## config.mk

```make
export PLATFORM = sky130hd
export DESIGN_NAME = iec_input_event
export DESIGN_NICKNAME = d
export VERILOG_FILES = /design/src/inc/iec_pkg.sv /design/src/inc/iec_meas_if.sv /design/src/rtl/iec_pulse_meas.sv /design/src/rtl/iec_input_event.sv
export SDC_FILE = /design/constraint.sdc
export NUM_CORES = 1
export LEC_CHECK = 0
export ABC_AREA = 1
export BUFFER_PORTS_ARGS = -buffer_cell sky130_fd_sc_hd__buf_2
export CORE_UTILIZATION = 38
export CTS_BUF_LIST = sky130_fd_sc_hd__clkbuf_8
export CTS_CLUSTER_DIAMETER = 120
export DETAILED_ROUTE_END_ITERATION = 6
export PLACE_DENSITY = 0.53
export SETUP_SLACK_MARGIN = 0.05
export SYNTH_ARGS = -nofsm -noshare
export SYNTH_HDL_FRONTEND = slang
export SYNTH_SLANG_ARGS = --single-unit
```

## constraint.sdc

```tcl
create_clock -name ref_clk -period 3.2 [get_ports ref_clk]
set_clock_uncertainty 0.2 [all_clocks]
set_input_delay 0.48 -clock ref_clk [delete_from_list [all_inputs] [get_ports ref_clk]]
set_output_delay 0.48 -clock ref_clk [all_outputs]
set_load 0.01 [all_outputs]
```

## src/inc/iec_pkg.sv

```systemverilog
// constants shared by the input-event capture block and its measurement unit
// assumes a single 100 MHz clock and byte-addressed 32-bit register words
package iec_pkg;

    // ------------------------------------------------------------
    // clock and measurement timing
    // ------------------------------------------------------------
    localparam int CLK_PERIOD_NS = 10;
    localparam int MEAS_UNIT_NS  = 1000;   // readouts in whole microseconds
    localparam int MEAS_UNIT_CYC = MEAS_UNIT_NS / CLK_PERIOD_NS;
    localparam int DIV_W         = $clog2(MEAS_UNIT_CYC + 1);

    // ------------------------------------------------------------
    // channel counts and pin groups
    // ------------------------------------------------------------
    localparam int NUM_PINS = 16;
    localparam int NUM_MEAS = 6;
    localparam int NUM_CTR  = 3;
    localparam logic [15:0] INT_CAPABLE = 16'h0F3F;   // inputs 1-6 and 9-12

    // ------------------------------------------------------------
    // register offsets (byte addresses)
    // ------------------------------------------------------------
    localparam logic [7:0] OFF_CTRL        = 8'h00;
    localparam logic [7:0] OFF_IN_IMAGE    = 8'h04;
    localparam logic [7:0] OFF_OUT_IMAGE   = 8'h08;
    localparam logic [7:0] OFF_INT_DEFINE  = 8'h0C;
    localparam logic [7:0] OFF_INT_EDGE    = 8'h10;
    localparam logic [7:0] OFF_INT_STATUS  = 8'h14;
    localparam logic [7:0] OFF_INT_MASK    = 8'h18;
    localparam logic [7:0] OFF_CTR_DEFINE  = 8'h1C;
    localparam logic [7:0] OFF_PM_ENABLE   = 8'h20;
    localparam logic [7:0] OFF_CTR_BASE    = 8'h24;
    localparam logic [7:0] OFF_WIDTH_BASE  = 8'h30;
    localparam logic [7:0] OFF_PERIOD_BASE = 8'h48;
    localparam logic [7:0] REG_STRIDE      = 8'h04;

    // ------------------------------------------------------------
    // field positions and reset values
    // ------------------------------------------------------------
    localparam int CTRL_REFRESH_BIT = 0;
    localparam logic [15:0] RST_OUT_IMAGE = 16'h0000;
    localparam logic [15:0] RST_INT_EDGE  = 16'hFFFF;   // rising edge
    localparam logic [15:0] RST_INT_MASK  = 16'h0000;

endpackage

```

## src/inc/iec_meas_if.sv

```systemverilog
// bundle between the event block and its pulse measurement unit
// assumes both ends run on the same clock
`timescale 1ns/10ps
interface iec_meas_if #(
    parameter int N = 6,
    parameter int W = 16
);
    logic [N-1:0]        level;    // synchronised input levels
    logic [N-1:0]        enable;   // measurement active per input
    logic [N-1:0][W-1:0] width;    // last high time, microseconds
    logic [N-1:0][W-1:0] period;   // last rise-to-rise time, microseconds

    modport meas (input level, input enable, output width, output period);
    modport ctl  (output level, output enable, input width, input period);
endinterface

```

## src/rtl/iec_pulse_meas.sv

```systemverilog
// pulse width and period measurement, one channel per shared input
// assumes levels already synchronised to ref_clk by the caller
`timescale 1ns/10ps
module iec_pulse_meas
    import iec_pkg::*;
(
    input wire logic ref_clk,
    input wire logic rst_b,
    iec_meas_if.meas mif
);
    import iec_pkg::*;

    localparam int N = $bits(mif.level);
    localparam int W = $bits(mif.width) / N;

    // ------------------------------------------------------------
    // state
    // ------------------------------------------------------------
    typedef struct packed {
        logic         prev;
        logic         armed;
        logic [W-1:0] high;
        logic [W-1:0] per;
        logic [W-1:0] width;
        logic [W-1:0] period;
    } iec_ch_t;

    typedef struct packed {
        logic [DIV_W-1:0] div;
        logic             tick;
        iec_ch_t [N-1:0]  ch;
    } iec_meas_t;

    iec_meas_t st;
    iec_meas_t next_st;
    iec_ch_t   chNext [N];

    // ------------------------------------------------------------
    // per-channel measurement
    // ------------------------------------------------------------
    // counters saturate so an interval past their range, once its closing edge comes, reads as the longest time
    // rather than wrapping to a small, plausible value
    genvar gi;
    generate
        for (gi = 0; gi < N; gi++)
        begin : g_ch
            always_comb
            begin
                chNext[gi] = st.ch[gi];
                chNext[gi].prev = mif.level[gi];
                if (!mif.enable[gi])
                begin
                    chNext[gi].armed = 1'b0;
                    chNext[gi].high = '0;
                    chNext[gi].per = '0;
                end
                else
                begin
                    // microsecond resolution from the divider tick
                    if (st.tick && st.ch[gi].per != '1)
                        chNext[gi].per = st.ch[gi].per + 1'b1;
                    if (st.tick && mif.level[gi] && st.ch[gi].high != '1)
                        chNext[gi].high = st.ch[gi].high + 1'b1;
                    // first rise only arms, so a partial period is never reported
                    if (mif.level[gi] && !st.ch[gi].prev)
                    begin
                        if (st.ch[gi].armed)
                            chNext[gi].period = st.ch[gi].per;
                        chNext[gi].armed = 1'b1;
                        // the edge cycle's own tick counts, so a window of whole
                        // microseconds never loses one to the divider phase
                        chNext[gi].per = W'(st.tick);
                        chNext[gi].high = W'(st.tick);
                    end
                    if (!mif.level[gi] && st.ch[gi].prev && st.ch[gi].armed)
                        chNext[gi].width = st.ch[gi].high;
                end
            end
            assign mif.width[gi]  = st.ch[gi].width;
            assign mif.period[gi] = st.ch[gi].period;
        end
    endgenerate

    // ------------------------------------------------------------
    // microsecond divider and assembly
    // ------------------------------------------------------------
    always_comb
    begin
        next_st = st;
        next_st.tick = 1'b0;
        next_st.div = st.div + 1'b1;
        if (st.div == DIV_W'(MEAS_UNIT_CYC - 1))
        begin
            next_st.div = '0;
            next_st.tick = 1'b1;
        end
        for (int i = 0; i < N; i++)
            next_st.ch[i] = chNext[i];
    end

    always_ff @(posedge ref_clk or negedge rst_b)
    begin
        if (!rst_b)
            st <= '0;
        else
            st <= next_st;
    end

endmodule

```

## src/rtl/iec_input_event.sv

```systemverilog
// input-event capture: scan-time I/O images, edge interrupts, quadrature
// counters and the arbitration of shared inputs 1-6 between functions
// assumes asynchronous input pins and a single-cycle register port master
//
// Functional notes
// - counter define also enables measurement on pair
// - counting and measuring run side by side
// - measurement enable never turns counter on
// - measurement enable drops an active counter
// - refresh updates input image and outputs together
// - outputs change only at refresh
// - interrupt inputs trigger on edges
// - inputs 1-6 and 9-12 interrupt capable
// - per-input rising or falling edge select
// - detected edge raises interrupt at once
// - pulse width accurate up to 4 kHz
// - interrupt input loses counter and measurement roles
// - readouts in whole microseconds
`timescale 1ns/10ps
module iec_input_event #(
    parameter int CNT_W  = 16,
    parameter int MEAS_W = 16
)(
    input  wire logic                 ref_clk,
    input  wire logic                 rst_b,
    input  wire logic [7:0]           regAddr,
    input  wire logic [31:0]          regWdata,
    input  wire logic                 regWr,
    input  wire logic                 regRd,
    output logic [31:0]               regRdata,
    input  wire logic [iec_pkg::NUM_PINS-1:0] pinIn,
    output logic [iec_pkg::NUM_PINS-1:0] pinOut,
    output logic                      irq
);
    import iec_pkg::*;

    // ------------------------------------------------------------
    // parameter checks
    // ------------------------------------------------------------
    generate
        if (CNT_W < 2 || CNT_W > 32)
        begin : g_bad_cnt
            $error("CNT_W must lie between 2 and 32");
        end
        if (MEAS_W < 8 || MEAS_W > 32)
        begin : g_bad_meas
            $error("MEAS_W must lie between 8 and 32");
        end
    endgenerate

    // ------------------------------------------------------------
    // state
    // ------------------------------------------------------------
    typedef struct packed {
        logic [NUM_PINS-1:0]            syncA;
        logic [NUM_PINS-1:0]            syncB;
        logic [NUM_PINS-1:0]            prevIn;
        logic [NUM_PINS-1:0]            inImage;
        logic [NUM_PINS-1:0]            outImage;
        logic [NUM_PINS-1:0]            pinOut;
        logic [NUM_PINS-1:0]            intDef;
        logic [NUM_PINS-1:0]            intEdge;
        logic [NUM_PINS-1:0]            intStatus;
        logic [NUM_PINS-1:0]            intMask;
        logic [NUM_CTR-1:0]             ctrEn;
        logic [NUM_MEAS-1:0]            pmEn;
        logic [NUM_CTR-1:0][CNT_W-1:0]  ctr;
        logic [31:0]                    rdata;
        logic                           irq;
    } iec_state_t;

    iec_state_t st;
    iec_state_t next_st;

    // ------------------------------------------------------------
    // measurement unit
    // ------------------------------------------------------------
    iec_meas_if #(.N(NUM_MEAS), .W(MEAS_W)) measBus ();

    // measurement watches the same synchronised levels as the counters,
    // so both functions share one input without interfering
    assign measBus.level  = st.syncB[NUM_MEAS-1:0];
    assign measBus.enable = st.pmEn;

    iec_pulse_meas u_meas (
        .ref_clk (ref_clk),
        .rst_b   (rst_b),
        .mif     (measBus)
    );

    // ------------------------------------------------------------
    // next-state logic
    // ------------------------------------------------------------
    always_comb
    begin
        logic [NUM_PINS-1:0] rise;
        logic [NUM_PINS-1:0] fall;
        logic [NUM_PINS-1:0] evt;
        logic [NUM_PINS-1:0] newInt;
        logic                chA;
        logic                chB;
        rise = '0;
        fall = '0;
        evt = '0;
        newInt = '0;
        chA = 1'b0;
        chB = 1'b0;
        next_st = st;

        // two-stage synchroniser, edges compare stage two with history
        next_st.syncA = pinIn;
        next_st.syncB = st.syncA;
        next_st.prevIn = st.syncB;
        rise = st.syncB & ~st.prevIn;
        fall = ~st.syncB & st.prevIn;

        // edges, not levels, so a pulse shorter than a scan still counts
        evt = st.intDef & ((st.intEdge & rise) | (~st.intEdge & fall));
        // for the per-input polarity above

        // a read clears status, but an edge in the same cycle survives
        if (regRd && regAddr == OFF_INT_STATUS)
            next_st.intStatus = evt;
        else
            next_st.intStatus = st.intStatus | evt;

        // simple quadrature: A rising with B low counts up, B rising
        // with A low counts down; single-phase use falls out for free
        for (int c = 0; c < NUM_CTR; c++)
        begin
            chA = st.syncB[2*c];
            chB = st.syncB[2*c+1];
            if (st.ctrEn[c])
            begin
                if (rise[2*c] && !chB)
                    next_st.ctr[c] = st.ctr[c] + 1'b1;
                else if (rise[2*c+1] && !chA)
                    next_st.ctr[c] = st.ctr[c] - 1'b1;
            end
        end

        // register writes
        if (regWr)
        begin
            if (regAddr == OFF_CTRL)
            begin
                if (regWdata[CTRL_REFRESH_BIT])
                begin
                    // end of scan: sample inputs and drive outputs together
                    next_st.inImage = st.syncB;
                    next_st.pinOut = st.outImage;
                end
            end
            else if (regAddr == OFF_OUT_IMAGE)
            begin
                // held here until the next refresh
                next_st.outImage = regWdata[NUM_PINS-1:0];
            end
            else if (regAddr == OFF_INT_DEFINE)
            begin
                next_st.intDef = regWdata[NUM_PINS-1:0] & INT_CAPABLE;
                newInt = next_st.intDef & ~st.intDef;
                for (int i = 0; i < NUM_MEAS; i++)
                begin
                    if (newInt[i])
                    begin
                        // an interrupt input gives up its measurement and counter roles
                        next_st.pmEn[i] = 1'b0;
                        next_st.ctrEn[i/2] = 1'b0;
                    end
                end
            end
            else if (regAddr == OFF_INT_EDGE)
            begin
                next_st.intEdge = regWdata[NUM_PINS-1:0];
            end
            else if (regAddr == OFF_INT_MASK)
            begin
                next_st.intMask = regWdata[NUM_PINS-1:0];
            end
            else if (regAddr == OFF_CTR_DEFINE)
            begin
                for (int c = 0; c < NUM_CTR; c++)
                begin
                    // refused while either input of the pair is an interrupt
                    if (regWdata[c] && st.intDef[2*c+:2] == 2'b00)
                    begin
                        next_st.ctrEn[c] = 1'b1;
                        next_st.ctr[c] = '0;
                        next_st.pmEn[2*c+:2] = 2'b11;
                    end
                end
            end
            else if (regAddr == OFF_PM_ENABLE)
            begin
                for (int i = 0; i < NUM_MEAS; i++)
                begin
                    if (regWdata[i] && !st.intDef[i])
                    begin
                        // only measurement is switched on
                        next_st.pmEn[i] = 1'b1;
                        // and it displaces a counter on that pair
                        next_st.ctrEn[i/2] = 1'b0;
                    end
                end
            end
        end

        // read data stands only in the cycle after the strobe
        next_st.rdata = '0;
        if (regRd)
        begin
            if (regAddr == OFF_IN_IMAGE)
                next_st.rdata = 32'(st.inImage);
            else if (regAddr == OFF_OUT_IMAGE)
                next_st.rdata = 32'(st.outImage);
            else if (regAddr == OFF_INT_DEFINE)
                next_st.rdata = 32'(st.intDef);
            else if (regAddr == OFF_INT_EDGE)
                next_st.rdata = 32'(st.intEdge);
            else if (regAddr == OFF_INT_STATUS)
                next_st.rdata = 32'(st.intStatus);
            else if (regAddr == OFF_INT_MASK)
                next_st.rdata = 32'(st.intMask);
            else if (regAddr == OFF_CTR_DEFINE)
                next_st.rdata = 32'(st.ctrEn);
            else if (regAddr == OFF_PM_ENABLE)
                next_st.rdata = 32'(st.pmEn);
            else
            begin
                for (int c = 0; c < NUM_CTR; c++)
                begin
                    if (regAddr == OFF_CTR_BASE + 8'(c) * REG_STRIDE)
                        next_st.rdata = 32'(st.ctr[c]);
                end
                for (int i = 0; i < NUM_MEAS; i++)
                begin
                    if (regAddr == OFF_WIDTH_BASE + 8'(i) * REG_STRIDE)
                        next_st.rdata = 32'(measBus.width[i]);
                    else if (regAddr == OFF_PERIOD_BASE + 8'(i) * REG_STRIDE)
                        next_st.rdata = 32'(measBus.period[i]);
                end
            end
        end

        // interrupt follows pending bits straight away, no scan delay
        next_st.irq = |(next_st.intStatus & st.intMask);
    end

    // ------------------------------------------------------------
    // state register
    // ------------------------------------------------------------
    always_ff @(posedge ref_clk or negedge rst_b)
    begin
        if (!rst_b)
        begin
            st <= '0;
            st.outImage <= RST_OUT_IMAGE;
            st.pinOut <= RST_OUT_IMAGE;
            st.intEdge <= RST_INT_EDGE;
            st.intMask <= RST_INT_MASK;
        end
        else
        begin
            st <= next_st;
        end
    end

    // ------------------------------------------------------------
    // outputs, all straight from flops
    // ------------------------------------------------------------
    assign regRdata = st.rdata;
    assign pinOut   = st.pinOut;
    assign irq      = st.irq;

endmodule

```

==> key figures, run 1 <==
Run status
  • Status: complete, no violations

Routing
  • Iter 0 DRT Violations: 2125
  • DRC Markers: 0
  • Wire length per cell: 17.56 um
  • Via density: 5.010
  • Routed vias: 25300
  • Pre-antenna DRT Iters: 6
  • Post-Route WL: 88.68 mm
  • ANT nets after route: 0

Worst setup path
  • Critical path startpoint: u_meas.st[362]$_DFFE_PN0P_
  • R2R Path End: u_meas.st[377]$_DFFE_PN0P_
  • Startpoint Class: register
  • Reg-to-reg slack, setup: 0.40 ns
  • WP data required: 3.59 ns
  • Critical Path AT: 3.19 ns
  • Crit path capture type: register
  • Crit path max fanout: 4
  • Worst reg2reg startpoint: u_meas.st[362]$_DFFE_PN0P_
  • Crit Path Class: reg -> reg
  • R2R depth: 19

Timing
  • Setup_tns: 0 ns
  • FMAX: 357.1 MHz
  • Min cycle time layout: 2.801 ns
  • Final setup viols: 0
  • Slew HR: 36.48%
  • RSZ-0062 raised after global routing: false
  • Slew @ Worst Pin: 0.9505 ns
  • Final hold violations: 0
  • Tcrit/Tclk final: 87.52%
  • PnR worst setup slack: 0.3995 ns
  • Max-slew violation count: 0

Layout
  • Layout Cells excl Fill: 5050
  • Layout Nets: 3994
  • Share of layout cells above drive strength 1: 14.12%
  • # fillers: 7865
  • Area grow syn2layout: 16.38%
  • Core Util, Final: 45.00%

Placed design
  • Port bufs: 76
  • Placer Congestion: 0.9142
  • HPWL after detailed placement: 65.15 mm
  • DP Worst Slack: -0.07378 ns
  • Cell total after placement: 4808

Yosys
  • Post-synth EDFFs: 0
  • Synth top area cells: dfrtp_1 50%, nand2_1 10%, o21ai_0 7.0%
  • Synth Area per Inst: 8.178 sq um
  • FF+latch count, synth: 620
  • Netlist cell types: 61
  • Most frequent cell after synthesis: nand2_1
  • Cell taking the most area after synthesis: dfrtp_1
  • Seq/Total Area, Yosys: 51.52%
  • Syn Inst Count: 3687
  • Asr flop ratio synth: 100.0%
  • Top cells by count, synth: 806 x nand2_1, 604 x dfrtp_1, 479 x inv_1
  • Synth Flop Type: dfrtp_1
  • Syn Std Cell Area: 30150 sq um
  • Yosys warning count: 0
  • Synth top area share: 50.13%

Floorplan
  • Die X: 283.7 um
  • Starting Density: 38.67%
  • Die H: 283.7 um
  • Die area: 80480 sq um
  • IO Pins: 109
  • Rows: 102
  • Core area: 77980 sq um

Global route
  • Vias in the first global route: 24520
  • Initial antenna violation count: 2
  • First-pass GRT wire length: 140.0 mm
  • Largest net degree at the start of global routing: 116
  • Remaining Overflow, GRT: 0
  • Global-route usage over all layers: 22.16%

Clock tree
  • CTS Root Cell: clkbuf_8
  • Worst skew pair latency: 0.73 ns
  • H-tree Lvls: 3
  • Number of setup buffers added after CTS: 0
  • CTS tree: built
  • CTS buffer count: 111
  • Bufs on Longest Clock Path: 3
  • CTS Sinks: 620
  • Clock transition at the registers of the reported paths: 0.06 ns

Power
  • Tot Pwr: 0.01760 W
  • Pwr dens: 501.6 nW/um^2
  • Worst IR drop on VDD: 302.2 uV
  • Leakage: 15.96 nW

Hold path
  • Worst hold path class: in -> async

Run
  • Max cap viols: 0
[placed cells by master (no fill, tap or decap), drive strengths merged, types with 3 or more instances in the layout]
| master | count |
|---|---|
| a31oi | 27 |
| or2 | 39 |
| conb | 16 |
| a22oi | 3 |
| mux2 | 40 |
| nor2 | 324 |
| clkbuf | 142 |
| nand4 | 85 |
| o22ai | 21 |
| dlygate4sd3 | 34 |
| a221oi | 13 |
| and3 | 4 |
| inv | 543 |
| a21oi | 230 |
| ha | 19 |
| a21o | 4 |
| o31ai | 12 |
| dfrtp | 604 |
| nand2 | 816 |
| a32o | 6 |
| o221ai | 6 |
| bufinv | 5 |
| xor2 | 25 |
| a211oi | 16 |
| clkinv | 26 |
| nor3 | 121 |
| nand3 | 122 |
| buf | 214 |
| nor4 | 19 |
| nor3b | 3 |
| o2111ai | 5 |
| o21ai | 425 |
| o21a | 5 |
| o211ai | 7 |
| dfstp | 16 |
[critical path, stage by stage, from the launching register on]
cell	delay (ns)
dfrtp_1	0.41
ha_1	0.25
nand3_1	0.11
nor2_1	0.06
nand2_1	0.08
nor2_1	0.06
nand2_1	0.14
o21ai_2	0.10
nand2_1	0.08
nand3_1	0.11
nor2_2	0.15
nand2_1	0.07
nor2_1	0.20
nand2_1	0.12
nor3_2	0.19
nand3_2	0.10
inv_1	0.09
nand2_1	0.05
nand2_1	0.06
nor2_1	0.04
[cells by family (layout without fill, tap and decap cells)]
group / after synthesis / after routing / share of synthesized area (%)
and+or+nand+nor: 1537 / 1537 / 22.11
AOI/OAI and AO/OA: 787 / 787 / 14.46
buffers and inverters: 657 / 964 / 8.855
DFF: 620 / 620 / 51.52
muxes: 41 / 41 / 1.527
xor gates and xnor gates: 25 / 25 / 0.7262
adders and majority gates: 19 / 19 / 0.7884
other: 1 / 17 / 0.01244
[report_power, final]
part | internal [W] | switching, W
Combinational | 0.000398 | 0.000868
Sequential | 0.00810 | 0.000307
Clock | 0.00441 | 0.00352
[per-stage QoR]
stage / cell area [sq um] / hold WS (ns)
global route: 35090 / 0.03014
global placement: 32340 / 0.1329
detailed placement: 32340 / 0.1347
finish: 35090 / 0.04868
CTS: 35090 / 0.008610
floorplan: 30210 / -0.01559
[layout make-up]
class	instances	area (sq um)	area share [%]
sequential	620	15530	44.27
multi-input combinational	2425	12010	34.23
clock buffer	142	1954	5.569
timing repair buffer	248	1929	5.498
inverter	509	1911	5.444
tap	1040	1301	3.708
clock inverter	65	447.9	1.276
antenna	1	2.502	0.007131
[registers in the layout, indices dropped and copies added (netlist names)]
| signal | count |
|---|---|
| u_meas.mif.width | 96 |
| irq | 1 |
| st | 151 |
| u_meas.st | 206 |
| regRdata | 16 |
| next_st | 26 |
| measBus.enable | 6 |
| u_meas.mif.period | 96 |
| measBus.level | 6 |
| pinOut | 16 |
[repair_timing]
action	4_1_cts	5_1_grt
hold buffers	34	0
gates resized for setup	0	1
hold endpoints to repair	683	0
endpoints found under the setup margin	0	1
[worst max path at each step]
stage                                       endpoint  slack, ns  cells past startpoint
after floorplan           u_meas.st[377]$_DFFE_PN0P_       0.81                     19
after global placement         regRdata[8]$_DFF_PN0_      -0.06                     20
after detailed placement       regRdata[8]$_DFF_PN0_      -0.07                     20
after CTS                 u_meas.st[377]$_DFFE_PN0P_       0.36                     19
after global routing      u_meas.st[377]$_DFFE_PN0P_       0.07                     19
final                     u_meas.st[377]$_DFFE_PN0P_       0.40                     19
[layer usage]
layer  global-route usage [%]  wire length, um  up-vias
met1                    32.19            43080    12000
met5                   0.5357               60        -
met2                    33.34            38290      620
met3                    4.076             4779      150
li1                         -                -    12530
met4                    6.703             2471        2
Note: power is estimated with default switching activity, not from simulation.
==> inputs of run 2 (changes only) <==
--- a/config.mk
+++ b/config.mk
@@ -11,7 +11,6 @@
 export CTS_BUF_LIST = sky130_fd_sc_hd__clkbuf_8
 export CTS_CLUSTER_DIAMETER = 120
 export DETAILED_ROUTE_END_ITERATION = 6
-export PLACE_DENSITY = 0.53
 export SETUP_SLACK_MARGIN = 0.05
 export SYNTH_ARGS = -nofsm -noshare
 export SYNTH_HDL_FRONTEND = slang
==> run 2 against run 1 <==
  * Die area did not move
  * Utilization shrank 0.35 points
  * Register-to-register slack worse by 0.07 ns
  * Final cell count down 0.65%
  * Clock-buffer cell count shrank 14
  * Global-route usage down 1.0 points
  * Routed wire length down 4.5%
  * Fmax decreased by 2.3%
  * Non-clock buffer count fell by 17
  * Combinational power decreased by 5%
  * Critical endpoint is now u_meas.st[177]$_DFFE_PN0P_
==> key figures, run 2 (synthesized netlist as in run 1, its figures left out) <==
Routing
  • Post-Route WL: 84.71 mm
  • Met2 wire length: 37.63 mm
  • Pre-antenna DRT Iters: 6
  • Metal3 WL: 5.006 mm
  • ANT nets after route: 0
  • Via density: 5.071
  • M1 wire length: 39.98 mm
  • DRC Markers: 0
  • Iter 0 DRT Violations: 2506
  • Wire length per cell: 16.88 um
  • Routed vias: 25440
  • DR top layer: met5

Layout
  • Most common cell after layout, fill and taps aside: nand2_1
  • Area grow syn2layout: 15.48%
  • Largest register by flop count: u_meas.st
  • Max reg flops: 206
  • Share of layout cells above drive strength 1: 13.68%
  • Layout Nets: 3972
  • Commonest non-fill, non-tap cells in the layout: 806 x nand2_1, 604 x dfrtp_1, 506 x inv_1, 419 x o21ai_0, 295 x nor2_1
  • Core Util, Final: 44.66%
  • Biggest regs: u_meas.st (206), st (151)
  • Layout Cells excl Fill: 5017

Global route
  • Largest net degree at the start of global routing: 108
  • Vias in the first global route: 24280
  • First-pass GRT wire length: 135.6 mm
  • Remaining Overflow, GRT: 0
  • Global-route usage over all layers: 21.11%
  • Initial antenna violation count: 2

Clock tree
  • CTS buffer count: 106
  • Worst skew pair latency: 0.74 ns
  • CTS Root Cell: clkbuf_8
  • CTS Sinks: 620
  • Number of setup buffers added after CTS: 0
  • Clock transition at the registers of the reported paths: 0.06 ns
  • Bufs on Longest Clock Path: 3
  • CTS tree: built
  • H-tree Lvls: 3

Floorplan
  • Die area: 80480 sq um
  • IO Pins: 109
  • Rows: 102
  • Starting Density: 38.67%
  • Die H: 283.7 um
  • Core area: 77980 sq um
  • Die X: 283.7 um

Timing
  • RSZ-0062 raised after global routing: false
  • Max-slew violation count: 0
  • Setup_tns: 0 ns
  • FMAX: 348.8 MHz
  • Min cycle time layout: 2.867 ns
  • Hold Slack: 0.06612 ns
  • Tcrit/Tclk final: 89.60%
  • Slew @ Worst Pin: 0.9308 ns
  • Slew HR: 37.80%
  • Final setup viols: 0
  • Final hold violations: 0

Placed design
  • Port bufs: 76
  • HPWL after detailed placement: 62.51 mm
  • Placer Congestion: 0.9598
  • Cell total after placement: 4791

Hold path
  • Worst hold path class: in -> async

Power
  • Net Sw Power: 0.004577 W
  • Clock power frac: 44.4%
  • Seq pwr share: 48.6%
  • Leakage: 15.75 nW
  • Pwr dens: 496.2 nW/um^2
  • Combinational power share: 7.0%
  • Sw frac: 26.49%
  • Worst IR drop on VDD: 330.9 uV
  • Pint: 0.01270 W

Worst setup path
  • R2R depth: 12
  • Critical path startpoint: measBus.level[2]$_DFF_PN0_
  • R2R Path End: u_meas.st[177]$_DFFE_PN0P_
  • Crit path max fanout: 9
  • Worst reg2reg startpoint: measBus.level[2]$_DFF_PN0_
  • WP data required: 3.60 ns
  • Startpoint Class: register
  • End point of the critical path: u_meas.st[177]$_DFFE_PN0P_
  • Critical Path AT: 3.27 ns
  • Crit path capture type: register
  • Reg-to-reg slack, setup: 0.33 ns
  • Crit Path Class: reg -> reg

Run status
  • Status: complete, no violations

Run
  • Max cap viols: 0
[run 2: changes by cell type in the layout (fill, tap and decap cells not counted), moves of 2 or more]
cell	change
nor2_2	+2
buf_12	-2
inv_1	-8
inv_12	+2
bufinv_16	+2
clkbuf_8	-14
nor2_1	-2
inv_6	-2
clkinvlp_4	+2
buf_4	-15
clkinv_2	+3
[run 2: worst max-delay path, cell delays in order, from the launching register on]
cell	delay, ns
dfrtp_1	0.54
inv_1	0.15
nor2_2	0.19
nor2_1	0.10
inv_1	0.35
nor2_1	0.16
inv_2	0.17
nand2_1	0.09
nor2_1	0.20
nand2_2	0.11
nor2_2	0.16
nand4_1	0.11
a211oi_1	0.23
[run 2: stage by stage]
stage / setup slack [ns] / cell area, sq um / total power (W)
floorplan: 0.8072 / 30210 / 0.009118
global placement: 0.02411 / 32190 / 0.009693
detailed placement: 0.03034 / 32190 / 0.009708
CTS: 0.2609 / 34810 / 0.01744
global route: 0.05726 / 34820 / 0.01801
finish: 0.3329 / 34820 / 0.01728
[run 2: how the worst min path moves through the flow]
stage | startpoint | endpoint | slack, ns | cells past startpoint
2_1_floorplan | rst_b | irq$_DFF_PN0_ | -0.02 | 0
3_3_place_gp | next_st[226]$_DFF_PN0_ | next_st[210]$_DFF_PN0_ | 0.13 | 0
3_5_place_dp | next_st[223]$_DFF_PN0_ | measBus.level[5]$_DFF_PN0_ | 0.13 | 0
4_1_cts | regWr | st[35]$_DFF_PN0_ | 0.01 | 4
5_1_grt | rst_b | u_meas.st[120]$_DFFE_PN0P_ | 0.07 | 2
6_report | rst_b | u_meas.mif.width[16]$_DFFE_PN0P_ | 0.07 | 2
[run 2: repair_timing]
item / 4_1_cts / 5_1_grt
hold endpoints to repair: 647 / 0
hold buffers: 34 / 0
resized for setup: 0 / 4
endpoints found under the setup margin: 0 / 4
[run 2: area by class of cell]
class,count,area [sq um]
Antenna cell,1,2.502
Tap cell,1040,1301
Fill cell,7715,43160
Sequential cell,620,15530
Clock buffer,128,1762
Multi-Input combinational cell,2425,12020
Clock inverter,63,511.7
Inverter,509,1911
Timing Repair Buffer,231,1777
[run 2: power groups by stage]
stage	logic, W	registers, W	clock network (W)
after floorplan	0.000699	0.00842	0
after global placement	0.00117	0.00853	0
after detailed placement	0.00118	0.00852	0
after CTS	0.00122	0.00839	0.00784
after global routing	0.00138	0.00843	0.00820
final	0.00121	0.00840	0.00766
[run 2: layer usage]
layer,track usage (%),vias up
met2,32.16,727
met5,0,-
met4,6.784,2
li1,-,12480
met1,30.72,12110
met3,3.143,121
